`config.mk`:
```
export PLATFORM = sky130hd
export DESIGN_NAME = utl_ctrl
export DESIGN_NICKNAME = d
export VERILOG_FILES = /design/src/hw/utl_pkg.sv /design/src/hw/utl_ctrl.sv
export VERILOG_INCLUDE_DIRS = /design/src /design/src/hw
export SDC_FILE = /design/constraint.sdc
export NUM_CORES = 1
export LEC_CHECK = 0
export ABC_AREA = 1
export BUFFER_PORTS_ARGS = -buffer_cell sky130_fd_sc_hd__clkbuf_2
export CORE_ASPECT_RATIO = 1.2
export CORE_UTILIZATION = 50
export DETAILED_ROUTE_END_ITERATION = 10
export PLACE_DENSITY_LB_ADDON = 0.3
export SLEW_MARGIN = 10
export SYNTH_ARGS = -nofsm -noshare
export SYNTH_HDL_FRONTEND = slang
export SYNTH_SLANG_ARGS = --single-unit
```
`constraint.sdc`:
```
create_clock -name clk -period 2.8 [get_ports clk]
set_input_delay 0.14 -clock clk [delete_from_list [all_inputs] [get_ports clk]]
set_output_delay 0.14 -clock clk [all_outputs]
set_load 0.05 [all_outputs]
```
`src/hw/utl_defines.svh`:
```
/*
 * register offsets, field positions, codes and timing counts of the
 * usb test / link power / endpoint control block.
 * assumes a 25 MHz clock and a plain strobe register port.
 */
`ifndef UTL_DEFINES_SVH
`define UTL_DEFINES_SVH

// register word offsets on the plain port
`define UTL_OFF_TEST 4'h0
`define UTL_OFF_RXEP 4'h1
`define UTL_OFF_OTG 4'h2
`define UTL_OFF_LPM 4'h3
`define UTL_OFF_STAT 4'h4

// test register bits
`define UTL_B_FORCE_HOST 31
`define UTL_B_LOOPBACK 30
`define UTL_B_FORCE_FS 29
`define UTL_B_FORCE_HS 28
`define UTL_B_PACKET 27
`define UTL_B_TEST_K 26
`define UTL_B_TEST_J 25
`define UTL_B_SE0_NAK 24

// otg fifo register bits
`define UTL_B_RX_DPB 28
`define UTL_B_TX_DPB 20
`define UTL_SZ_MAX 4'h9

// link power register bits
`define UTL_B_L1_REQ 16
`define UTL_LPM_EN_ARM 2'h3
`define UTL_LINK_L1 4'h1
`define UTL_LPM_TIMEOUTS 2'h3

// speed and protocol codes of the receive endpoint
`define UTL_SPD_LOW 2'h3
`define UTL_SPD_FULL 2'h2
`define UTL_SPD_HIGH 2'h1
`define UTL_PROT_CTRL 2'h0
`define UTL_PROT_ISO 2'h1
`define UTL_PROT_BULK 2'h2
`define UTL_PROT_INT 2'h3

// test packet and resume timing
`define UTL_TEST_PKT_BYTES 6'd53
`define UTL_CLK_MHZ 25
`define UTL_RESUME_BASE_US 50
`define UTL_RESUME_STEP_US 75
`define UTL_RESUME_BASE_CYC (`UTL_RESUME_BASE_US * `UTL_CLK_MHZ)
`define UTL_RESUME_STEP_CYC (`UTL_RESUME_STEP_US * `UTL_CLK_MHZ)

`endif

```
`src/hw/utl_pkg.sv`:
```
/*
 * types of the usb test / link power / endpoint control block.
 * assumes nothing beyond the defines header.
 */
package utl_pkg;
	typedef enum logic [1:0] {
		UTL_LS_J = 2'h1,
		UTL_LS_K = 2'h2,
		UTL_LS_SE0 = 2'h0
	} utl_line_t;

	typedef enum logic [1:0] {
		UTL_HS_NONE = 2'h0,
		UTL_HS_ACK = 2'h1,
		UTL_HS_NYET = 2'h2,
		UTL_HS_NAK = 2'h3
	} utl_hshake_t;

	typedef struct packed {
		logic wr;
		logic rd;
		logic [3:0] addr;
		logic [31:0] wdata;
	} utl_bus_t;

	typedef struct packed {
		logic in_token;
		logic lpm_token;
		logic any_token;
		logic timeout;
		logic [3:0] link_state;
	} utl_link_in_t;

	typedef struct packed {
		logic drive;
		utl_line_t line;
		logic [7:0] pkt_byte;
		logic pkt_valid;
		utl_hshake_t hshake;
		logic hshake_valid;
		logic lpm_send;
		logic [3:0] lpm_link_state;
	} utl_link_out_t;
endpackage : utl_pkg

```
`src/hw/utl_ctrl.sv`:
```
/*
 * usb link control: test modes, forced role and speed, receive endpoint
 * polling and nak limit, fifo sizing, l1 link power handshake.
 * assumes a single 25 MHz clock, a plain register port and a link engine
 * that presents decoded token events one cycle wide.
 */
// What this block does
// - force-host bit puts controller in host role regardless of attachment
// - loopback bit copies ep0 transmit packet to ep0 receive, then self-clears
// - under force-host: hs bit high, fs bit alone full speed, neither low
// - high speed with packet bit repeats 53-byte test packet
// - high speed with k bit drives continuous k until cleared
// - high speed with j bit drives continuous j until cleared
// - se0_nak mode stays high speed and naks every valid in token
// - low/full interrupt polling interval is m frames, m 1..255
// - high-speed interrupt and isochronous interval is 2^(m-1), m 1..16
// - bulk nak timeout is 2^(m-1); m of 0 or 1 disables it
// - speed field: 11 low, 10 full, 01 high, 00 reserved
// - protocol field: 00 control, 01 iso, 10 bulk, 11 interrupt
// - fifo size code n gives 8*2^n bytes; 1010 and up reserved
// - double buffer bit doubles that direction's allocated space
// - device: lpm with tx fifos empty gives ack, clears request, interrupts
// - device: lpm with data pending gives nyet, keeps request, interrupts
// - host: l1 request sends lpm; clears on any token or three timeouts
// - resume time is 50 us plus field times 75 us
// - lpm link state must be 1 (l1 sleep)
`include "utl_defines.svh"
`timescale 1ns/1ns
`default_nettype none

module utl_ctrl (
	// clock and reset
	input wire logic clk,
	input wire logic rst_n,
	// register port
	input wire utl_pkg::utl_bus_t bus,
	output logic [31:0] rdata,
	// endpoint zero fifo side
	input wire logic [7:0] ep0_tx_byte,
	input wire logic tx_fifos_empty,
	output logic [5:0] ep0_tx_addr,
	output logic ep0_loop_go,
	// link side
	input wire utl_pkg::utl_link_in_t link_in,
	output utl_pkg::utl_link_out_t link_out,
	// status to the core
	output logic host_role,
	output logic [1:0] link_speed,
	output logic lpm_irq,
	output logic resume_active,
	output logic [13:0] rx_alloc_bytes,
	output logic [13:0] tx_alloc_bytes,
	output logic [16:0] rx_interval,
	output logic rx_nak_timeout_en
);
	import utl_pkg::*;

	// register copies
	logic [31:0] test_r;
	logic [15:0] rxep_r;
	logic [31:0] otg_r;
	logic [31:0] lpm_r;
	logic [31:0] rdata_r;
	logic irq_r;
	logic [1:0] tmo_cnt_r;
	logic [5:0] pkt_idx_r;
	logic lpm_sent_r;
	logic [14:0] resume_cnt_r;
	logic resume_go;
	logic [14:0] resume_len;
	logic hs;
	logic hs_k;
	logic hs_j;
	logic hs_pkt;
	logic hs_nak;

	// decoded strobes and conditions
	logic wr_test;
	logic wr_rxep;
	logic wr_otg;
	logic wr_lpm;
	logic dev_lpm_hit;
	logic dev_ack_clear;
	logic host_clear;
	logic host_lpm_due;
	logic [7:0] rx_m;
	logic [1:0] rx_spd;
	logic [1:0] rx_prot;
	logic [31:0] status_word;

	// link output flops
	logic line_drive_r;
	utl_line_t line_r;
	logic pkt_valid_r;
	logic [7:0] pkt_byte_r;
	utl_hshake_t hshake_r;
	logic hshake_valid_r;
	logic lpm_send_r;

	// size code to bytes, doubled when double buffered
	// reserved codes allocate nothing rather than wrapping the shift
	function automatic logic [13:0] fifo_bytes(input logic [3:0] code, input logic dbl);
		logic [13:0] b;
		b = (code > `UTL_SZ_MAX) ? 14'h0000 : (14'h0008 << code);
		fifo_bytes = dbl ? {b[12:0], 1'b0} : b;
	endfunction : fifo_bytes

	// 2^(m-1) for m in 1..16, else zero
	// an out-of-range m gives zero, which reads as interval off
	function automatic logic [16:0] pow_m(input logic [7:0] m);
		pow_m = (m == 8'h00 || m > 8'h10) ? 17'h00000 : (17'h00001 << (m - 8'h01));
	endfunction : pow_m

	// write strobe aimed at one register word
	function automatic logic reg_hit(input utl_bus_t b, input logic [3:0] off);
		reg_hit = b.wr && (b.addr == off);
	endfunction : reg_hit

	assign wr_test = reg_hit(bus, `UTL_OFF_TEST);
	assign wr_rxep = reg_hit(bus, `UTL_OFF_RXEP);
	assign wr_otg = reg_hit(bus, `UTL_OFF_OTG);
	assign wr_lpm = reg_hit(bus, `UTL_OFF_LPM);

	// unforced speed is reported as high; the link engine settles the real one

	assign host_role = test_r[`UTL_B_FORCE_HOST];
	always_comb begin
		if (!test_r[`UTL_B_FORCE_HOST])
			link_speed = `UTL_SPD_HIGH;
		else if (test_r[`UTL_B_FORCE_HS])
			link_speed = `UTL_SPD_HIGH;
		else if (test_r[`UTL_B_FORCE_FS])
			link_speed = `UTL_SPD_FULL;
		else
			link_speed = `UTL_SPD_LOW;
	end
	assign hs = (link_speed == `UTL_SPD_HIGH);
	// test modes act only at high speed
	assign hs_k = hs && test_r[`UTL_B_TEST_K];
	assign hs_j = hs && test_r[`UTL_B_TEST_J];
	assign hs_pkt = hs && test_r[`UTL_B_PACKET];
	assign hs_nak = hs && test_r[`UTL_B_SE0_NAK];

	// test register, loopback bit clears itself after one cycle
	always_ff @(posedge clk or negedge rst_n) begin
		if (!rst_n) begin
			test_r <= 32'h00000000;
		end else if (wr_test) begin
			// frame number and unimplemented bits are not stored and read zero
			test_r <= {bus.wdata[31:24], 4'h0, bus.wdata[19:16], 16'h0000};
		end else if (test_r[`UTL_B_LOOPBACK]) begin
			test_r[`UTL_B_LOOPBACK] <= 1'b0;
		end
	end
	assign ep0_loop_go = test_r[`UTL_B_LOOPBACK];

	// receive endpoint config: interval, speed, protocol, target
	always_ff @(posedge clk or negedge rst_n) begin
		if (!rst_n)
			rxep_r <= 16'h0000;
		else if (wr_rxep)
			rxep_r <= bus.wdata[15:0];
	end
	// target endpoint is kept for software only
	assign rx_m = rxep_r[15:8];
	assign rx_spd = rxep_r[7:6];
	assign rx_prot = rxep_r[5:4];
	always_comb begin
		rx_interval = 17'h00000;
		rx_nak_timeout_en = 1'b0;
		case (rx_prot)
			`UTL_PROT_INT: begin
				if (rx_spd == `UTL_SPD_HIGH)
					rx_interval = pow_m(rx_m);
				else
					rx_interval = {9'h000, rx_m};
			end
			`UTL_PROT_ISO: rx_interval = pow_m(rx_m);
			`UTL_PROT_BULK: begin
				rx_nak_timeout_en = (rx_m > 8'h01);
				rx_interval = rx_nak_timeout_en ? pow_m(rx_m) : 17'h00000;
			end
			default: rx_interval = 17'h00000;
		endcase
	end

	// otg fifo sizing register
	always_ff @(posedge clk or negedge rst_n) begin
		if (!rst_n)
			otg_r <= 32'h00000000;
		else if (wr_otg)
			otg_r <= {3'h0, bus.wdata[28:24], 3'h0, bus.wdata[20:16], 16'h0000};
	end
	// space set aside per direction
	assign rx_alloc_bytes = fifo_bytes(otg_r[27:24], otg_r[`UTL_B_RX_DPB]);
	assign tx_alloc_bytes = fifo_bytes(otg_r[19:16], otg_r[`UTL_B_TX_DPB]);

	// a device lpm answer is due once request and enable 11 stand together
	assign dev_lpm_hit = !host_role && lpm_r[`UTL_B_L1_REQ] && link_in.lpm_token
		&& lpm_r[19:18] == `UTL_LPM_EN_ARM;
	// ack clears the request only for a well formed l1 request; nyet keeps it armed
	assign dev_ack_clear = dev_lpm_hit && link_in.link_state == `UTL_LINK_L1
		&& tx_fifos_empty;
	assign host_clear = host_role && lpm_sent_r && (link_in.any_token
		|| (link_in.timeout && tmo_cnt_r == `UTL_LPM_TIMEOUTS - 2'h1));

	// link power register with l1 request handshake
	// endpoint, remote wake and link state are plain storage; the resume field sets the resume timer length
	always_ff @(posedge clk or negedge rst_n) begin
		if (!rst_n) begin
			lpm_r <= 32'h00000000;
		end else if (wr_lpm) begin
			lpm_r <= {12'h000, bus.wdata[19:16], bus.wdata[15:12], 3'h0, bus.wdata[8:0]};
		end else if (dev_ack_clear || host_clear) begin
			lpm_r[`UTL_B_L1_REQ] <= 1'b0;
		end
	end

	// host side: the transaction counts as sent one cycle after the request rises
	always_ff @(posedge clk or negedge rst_n) begin
		if (!rst_n)
			lpm_sent_r <= 1'b0;
		else
			lpm_sent_r <= host_role && lpm_r[`UTL_B_L1_REQ];
	end
	assign host_lpm_due = host_role && lpm_r[`UTL_B_L1_REQ] && !lpm_sent_r;

	// host side: timeouts counted while the request waits; a new request restarts the count
	always_ff @(posedge clk or negedge rst_n) begin
		if (!rst_n)
			tmo_cnt_r <= 2'h0;
		else if (!host_role || !lpm_r[`UTL_B_L1_REQ])
			tmo_cnt_r <= 2'h0;
		else if (link_in.timeout)
			tmo_cnt_r <= tmo_cnt_r + 2'h1;
	end

	// interrupt pulse on every armed device lpm answer
	always_ff @(posedge clk or negedge rst_n) begin
		if (!rst_n)
			irq_r <= 1'b0;
		else
			irq_r <= dev_lpm_hit;
	end
	assign lpm_irq = irq_r;

	// resume drive timer, loaded by the token that ends a sent host request
	assign resume_len = 15'(`UTL_RESUME_BASE_CYC)
		+ 15'(lpm_r[7:4]) * 15'(`UTL_RESUME_STEP_CYC);
	assign resume_go = host_role && lpm_r[`UTL_B_L1_REQ] && link_in.any_token && lpm_sent_r;
	always_ff @(posedge clk or negedge rst_n) begin
		if (!rst_n)
			resume_cnt_r <= 15'h0000;
		else if (resume_go)
			resume_cnt_r <= resume_len;
		else if (resume_cnt_r != 15'h0000)
			resume_cnt_r <= resume_cnt_r - 15'h0001;
	end
	assign resume_active = (resume_cnt_r != 15'h0000);

	// test packet byte index wraps for repetition
	// index restarts at byte zero whenever the mode drops out
	always_ff @(posedge clk or negedge rst_n) begin
		if (!rst_n)
			pkt_idx_r <= 6'h00;
		else if (!hs_pkt)
			pkt_idx_r <= 6'h00;
		else if (pkt_idx_r == `UTL_TEST_PKT_BYTES - 6'h01)
			pkt_idx_r <= 6'h00;
		else
			pkt_idx_r <= pkt_idx_r + 6'h01;
	end
	assign ep0_tx_addr = pkt_idx_r;

	// line level test modes, k takes precedence over j and the packet
	always_ff @(posedge clk or negedge rst_n) begin
		if (!rst_n) begin
			line_drive_r <= 1'b0;
			line_r <= UTL_LS_SE0;
		end else if (hs_k) begin
			line_drive_r <= 1'b1;
			line_r <= UTL_LS_K;
		end else if (hs_j) begin
			line_drive_r <= 1'b1;
			line_r <= UTL_LS_J;
		end else if (hs_pkt) begin
			line_drive_r <= 1'b1;
			line_r <= UTL_LS_SE0;
		end else begin
			line_drive_r <= 1'b0;
			line_r <= UTL_LS_SE0;
		end
	end

	// test packet stream; pkt_byte trails ep0_tx_addr by one cycle
	always_ff @(posedge clk or negedge rst_n) begin
		if (!rst_n) begin
			pkt_valid_r <= 1'b0;
			pkt_byte_r <= 8'h00;
		end else if (hs_pkt && !hs_k && !hs_j) begin
			pkt_valid_r <= 1'b1;
			pkt_byte_r <= ep0_tx_byte;
		end else begin
			pkt_valid_r <= 1'b0;
			pkt_byte_r <= 8'h00;
		end
	end

	// handshake answers; se0_nak goes before the lpm answer
	always_ff @(posedge clk or negedge rst_n) begin
		if (!rst_n) begin
			hshake_r <= UTL_HS_NONE;
			hshake_valid_r <= 1'b0;
		end else if (hs_nak && link_in.in_token) begin
			hshake_r <= UTL_HS_NAK;
			hshake_valid_r <= 1'b1;
		end else if (dev_lpm_hit) begin
			hshake_r <= tx_fifos_empty ? UTL_HS_ACK : UTL_HS_NYET;
			hshake_valid_r <= 1'b1;
		end else begin
			hshake_r <= UTL_HS_NONE;
			hshake_valid_r <= 1'b0;
		end
	end

	// host lpm transaction goes out once per request
	always_ff @(posedge clk or negedge rst_n) begin
		if (!rst_n)
			lpm_send_r <= 1'b0;
		else
			lpm_send_r <= host_lpm_due;
	end

	// link output word; the link state is l1 while a transaction goes out
	always_comb begin
		link_out = '0;
		link_out.drive = line_drive_r;
		link_out.line = line_r;
		link_out.pkt_byte = pkt_byte_r;
		link_out.pkt_valid = pkt_valid_r;
		link_out.hshake = hshake_r;
		link_out.hshake_valid = hshake_valid_r;
		link_out.lpm_send = lpm_send_r;
		link_out.lpm_link_state = lpm_send_r ? `UTL_LINK_L1 : 4'h0;
	end

	// status word: resume, speed, role and transmit allocation
	always_comb begin
		status_word = 32'h00000000;
		status_word[18] = resume_active;
		status_word[17:16] = link_speed;
		status_word[15] = host_role;
		status_word[14:1] = tx_alloc_bytes;
	end

	// read data one cycle after the strobe; idle cycles and unmapped words read zero
	always_ff @(posedge clk or negedge rst_n) begin
		if (!rst_n) begin
			rdata_r <= 32'h00000000;
		end else if (bus.rd) begin
			case (bus.addr)
				`UTL_OFF_TEST: rdata_r <= test_r;
				`UTL_OFF_RXEP: rdata_r <= {16'h0000, rxep_r};
				`UTL_OFF_OTG: rdata_r <= otg_r;
				`UTL_OFF_LPM: rdata_r <= lpm_r;
				`UTL_OFF_STAT: rdata_r <= status_word;
				default: rdata_r <= 32'h00000000;
			endcase
		end else begin
			rdata_r <= 32'h00000000;
		end
	end
	assign rdata = rdata_r;
endmodule : utl_ctrl

`default_nettype wire

```
### Word level (Yosys, flattened, before mapping)

Cells that the tools add are included.

* word-level logic and storage cells: 119
* input port bits: 57
* register bits after elaboration: 128
* output and inout bits: 110

* multiplexer cells: 36
* magnitude comparators: 4
* shifts and indexed selects: 3
* eq/ne operators: 13
* add/sub/neg operators: 5
* multipliers: 1
* reductions and logical operators: 38

Operators with widths (count)
* 32-bit case mux with 5 select lines: 1
* 14-bit two-way mux: 4
* 17-bit two-way mux: 3
* 17-bit case mux with 3 select lines: 1
* 32-bit two-way mux: 1
* 15-bit two-way mux: 2
* 4-bit by 4-bit left shift with 14-bit output, first input constant: 2
* 1-bit logical AND: 23
* 1-bit by 8-bit left shift with 17-bit output, first input constant: 1
* 2-bit two-way mux: 8
* 11-bit by 15-bit adder with 15-bit output, first input constant: 1
* 4-bit by 11-bit multiplier with 15-bit output, second input constant: 1
* 15-bit nonzero test: 1
* 15-bit by 1-bit subtractor with 15-bit output, second input constant: 1
* 1-bit two-way mux: 13
* 6-bit two-way mux: 2
* 2-bit == test, second input constant: 4
* 4-bit by 1-bit == test with 1-bit output, second input constant: 2
* 4-bit by 2-bit == test with 1-bit output, second input constant: 2
* 4-bit > comparator, second input constant: 2
* 8-bit by 1-bit > comparator with 1-bit output, second input constant: 1
* 8-bit by 5-bit > comparator with 1-bit output, second input constant: 1
* 8-bit logical NOT: 1
* 8-bit two-way mux: 1
* other kinds (10): 21

### Longest topological paths before layout

* depth after elaboration: 9
* mapped depth: 15

### Worst setup path before layout

OpenSTA, ideal clock, no wires.

* path kind: reg2reg
* from: register lpm_r[5]
* to: register resume_cnt_r[12]
* stages on the path, launching flop included: 13
* required time: 2.723 ns
* path buffers: 0
* library setup time: 0.077 ns
* path slack: 0.017 ns
* arrival: 2.705 ns
* period minus slack after synthesis: 2.783 ns
* cells stage by stage: dfrtp_1 -> inv_1 -> fa_1 -> fa_1 -> inv_1 -> ha_1 -> nand2_1 -> nand2_1 -> a21oi_1 -> nand3_1 -> nand2_1 -> nand3_1 -> a21oi_1

* cells in the longest elaborated chain, start to end: 3

Ends and longest elaborated chain
* from (decl): RTL line utl_ctrl.sv:62 `logic [31:0] lpm_r;`
* from (signal assigned): RTL line utl_ctrl.sv:213 `lpm_r <= {12'h000, bus.wdata[19:16], bus.wdata[15:12], 3'h0, bus.wdata[8:0]};`
* 4-bit by 11-bit multiplier with 15-bit output: RTL line utl_ctrl.sv:249 `` + 15'(lpm_r[7:4]) * 15'(`UTL_RESUME_STEP_CYC); ``
* 11-bit by 15-bit adder with 15-bit output: RTL line utl_ctrl.sv:248 `` assign resume_len = 15'(`UTL_RESUME_BASE_CYC) ``
* 15-bit two-way mux: RTL line utl_ctrl.sv:254 `else if (resume_go)`
* to (signal assigned): RTL line utl_ctrl.sv:255 `resume_cnt_r <= resume_len;`
* to (signal assigned): RTL line utl_ctrl.sv:257 `resume_cnt_r <= resume_cnt_r - 15'h0001;`
* to (decl): RTL line utl_ctrl.sv:68 `logic [14:0] resume_cnt_r;`

Every way passes these cells.
A chain may end at the register's enable or synchronous reset.

### Final worst setup path

* from: register lpm_r[7]
* to: register resume_cnt_r[14]

Same word-level chain as after synthesis.

==> impl_metrics.py <==
metrics = {
    "timing": {
        "finClkSkew_ns": 0.01078,
        "tns_ns": 0,
        "worst_slew_pin_slew_ns": 0.7288,
        "finalCriticalPeriod_ns": 2.742,
        "maxSlewHeadroom": 0.5141,
        "fin_crit_sh": 0.9792,
        "clock.fmax_ghz": 0.3647,
        "setup_viol": 0,
        "finalMaxSlewViolations": 0,
        "setup_ws_ns": 0.05821,
        "hold_viol": 0,
    },
    "logic_synthesis": {
        "synth_cells": 975,
        "ys_seq_elements": 125,
        "async_reset_ff_frac": 1.000,
        "synth_top_area_share": 0.4240,
        "syn_area_sq_um": 7377,
        "synth_flop_cell": "dfrtp_1",
        "synth-edff-count": 0,
        "seq_area_frac_synth": 0.4240,
        "synth_commonest_cells": "267 x nand2_1, 125 x dfrtp_1, 124 x inv_1",
        "yosysTopAreaCell": "dfrtp_1",
        "synth.avg_cell_area_sq_um": 7.566,
        "ys_top_cells_by_area": "dfrtp_1 42%, nand2_1 14%, inv_1 6.3%",
        "ys_warn_count": 0,
        "synth_cell_type_count": 43,
        "synth.most_common_cell": "nand2_1",
    },
    "finish": {
        "nets": 1267,
        "final_cell_area_sq_um": 9323,
        "antenna_cells": 0,
        "fin_util": 0.6468,
        "syn_to_final_growth_pct": 26.37,
        "fillers": 1278,
        "drive_gt1_frac": 0.1976,
    },
    "power_and_ir_drop": {
        "sw_frac_of_total": 0.3976,
        "vdd.ir_drop.worst_mv": 0.4936,
        "combPwrFrac": 0.387,
        "intPower_w": 0.004619,
        "leakagePower_nw": 4.951,
        "seqPwrFrac": 0.314,
        "power.density_nw_per_um2": 822.4,
        "power.clock.fraction": 0.299,
        "fin_total_pwr_w": 0.007667,
        "p_sw_w": 0.003049,
    },
    "die": {
        "dieArea_sq_um": 15250,
        "pin_count": 167,
        "die_y_microns": 135.1,
        "initial_core_util": 0.5118,
        "core_sq_um": 14410,
        "num_rows": 48,
        "fp.dieW_microns": 112.9,
    },
    "clock_tree": {
        "cts_tree": "done",
        "clk_path_buf_depth": 2,
        "clockRootBuffer": "clkbuf_16",
        "clk_pin_slew_ns": 0.05,
        "cts_max_level": 4,
        "cts.sinks": 125,
        "clkLatencyLatePin_ns": 0.42,
        "cts-buffers-inserted": 17,
    },
    "setup_path": {
        "r2r_end": "resume_cnt_r[14]",
        "cp.arrival_ns": 3.05,
        "crit_slowest_cell": "ha_1",
        "ff2ff_setup_slack_ns": 0.06,
        "worst_ep_required_time_ns": 3.10,
        "r2r_cells": 13,
        "crit_top_cell": "ha_1",
        "crit_chain": "buf_6 > ha_1 > inv_1 > ha_1 > ha_1 > ha_1 > nand2_1 > o21bai_1 > nand2_1 > nand3_1 > nand2_1 > nand3_1 > o21ai_1",
        "start_kind": "flop",
        "cp_max_fo": 8,
        "slowest_delay_ns": 0.42,
        "worstSetupPathType": "reg2reg",
        "r2r-start": "lpm_r[7]",
        "end_kind": "flop",
    },
    "drt": {
        "dr.pass1.iters": 7,
        "top_layer_used": "met4",
        "num_vias": 6853,
        "wl_met3_mm": 1.052,
        "avgViaCountPerCell": 5.061,
        "routedWlPerCell_microns": 13.92,
        "totalWireLength_mm": 18.85,
        "drc_errors": 0,
        "first_iter_violations": 352,
        "postRouteAntennaNets": 0,
        "met2_length_mm": 9.806,
        "drt-met1-wl_mm": 7.532,
    },
    "worst_hold_path": {
        "hold_class": "in2reg",
        "min_to": "lpm_r[17]",
        "hold_depth": 3,
        "hp-start": "bus[17]",
    },
    "place": {
        "pre_cts_ws_ns": -0.01361,
        "gp_congestion": 0.8913,
        "place_area_sq_um": 8277,
        "io_buffer_count": 150,
        "dp_hpwl_mm": 13.85,
    },
    "run_status": {
        "status": "complete, no violations",
    },
    "grt": {
        "grt_first_pass_wirelength_mm": 30.37,
        "antenna_found_initial": 0,
        "overflow": 0,
        "grt_max_degree": 59,
        "grtUsageTotal": 0.2566,
        "grt_pass1_vias": 6382,
    },
    "flow_run": {
        "cap_violations": 0,
    },
}
## metrics by stage
stage,instances,hold slack [ns]
floorplan,987,-0.1556
global placement,1287,0.2431
detailed placement,1287,0.2426
CTS,1353,0.005669
global route,1354,0.03032
finish,1354,0.006369
## critical path: cells and delay by family, from the launching register on
family	cells	cell delay, ns
buf+inv	2	0.20
fa+ha+maj	4	1.27
simple gates	5	0.46
compound gates	2	0.31
flops	1	0.39
## how the worst max path moves through the flow
stage               startpoint                to  slack, ns  cells after the start
floorplan             lpm_r[5]  resume_cnt_r[12]       0.02                     12
global placement      lpm_r[5]  resume_cnt_r[13]       0.04                     13
detailed placement    lpm_r[5]  resume_cnt_r[13]      -0.01                     13
CTS                   lpm_r[6]   resume_cnt_r[9]       0.06                     13
global route          lpm_r[7]  resume_cnt_r[14]      -0.07                     13
finish                lpm_r[7]  resume_cnt_r[14]       0.06                     13
## state kept, by name, indices dropped and copies added, names as in the netlist
name	count
pkt_byte_r	8
lpm_sent_r	1
lpm_send_r	1
pkt_valid_r	1
lpm_irq	1
hshake_r	2
ep0_tx_addr	6
line_r	2
resume_cnt_r	15
otg_r	10
test_r	12
line_drive_r	1
rxep_r	16
rdata	29
lpm_r	17
tmo_cnt_r	2
hshake_valid_r	1
## area by class of cell
type / instances / area (sq um) / area share
Multi-Input combinational cell: 690 / 3636 / 0.3900
Sequential cell: 125 / 3129 / 0.3357
Timing Repair Buffer: 202 / 1237 / 0.1327
Inverter: 132 / 495.5 / 0.05315
Clock buffer: 23 / 467.9 / 0.05019
Tap cell: 175 / 219.0 / 0.02349
Clock inverter: 7 / 137.6 / 0.01476
## power groups by stage
stage	clock network [W]	logic (W)	registers (W)
after floorplan	0	0.00203	0.00248
after global placement	0	0.00267	0.00242
after detailed placement	0	0.00273	0.00243
after CTS	0.00231	0.00282	0.00241
after global routing	0.00240	0.00329	0.00246
final	0.00229	0.00297	0.00241
## timing repair
item | in CTS | in global routing
gates resized for setup | 2 | 15
endpoints found under the setup margin | 1 | 9
pin swaps | 0 | 8
hold buffers | 36 | 0
hold endpoints to repair | 103 | 0
setup buffers | 0 | 1
cloned | 0 | 0
## kinds of logic after synthesis
| kind of cell | share of synthesized area |
|---|---|
| compound gates | 0.1030 |
| xor+xnor | 0.02476 |
| fa+ha+maj | 0.07938 |
| buf+inv | 0.09837 |
| flops | 0.4240 |
| other cells | 0.0005083 |
| simple gates | 0.2700 |
## cell usage in the layout (no fill, tap or decap), drive strengths merged, types with 2 or more instances in the layout
cell and count:
buf 17, a21o 2, clkinv 4, dlygate4sd3 36, xnor2 9, nand2 270
xor2 11, nand4 11, clkbuf 172, a31oi 7, conb 13, dfrtp 125
inv 130, nand3 47, a221oi 2, bufinv 4, fa 8, nor2 132
a21oi 44, nand3b 2, o21ai 79, ha 34, nor3 8, o211ai 3
## layer usage
metal | vias up | GRT usage
met5 | - | 0
met4 | 0 | 0.1082
met3 | 30 | 0.05745
met2 | 174 | 0.4458
met1 | 3215 | 0.3070
li1 | 3434 | -
(Power assumes the default switching activity.)
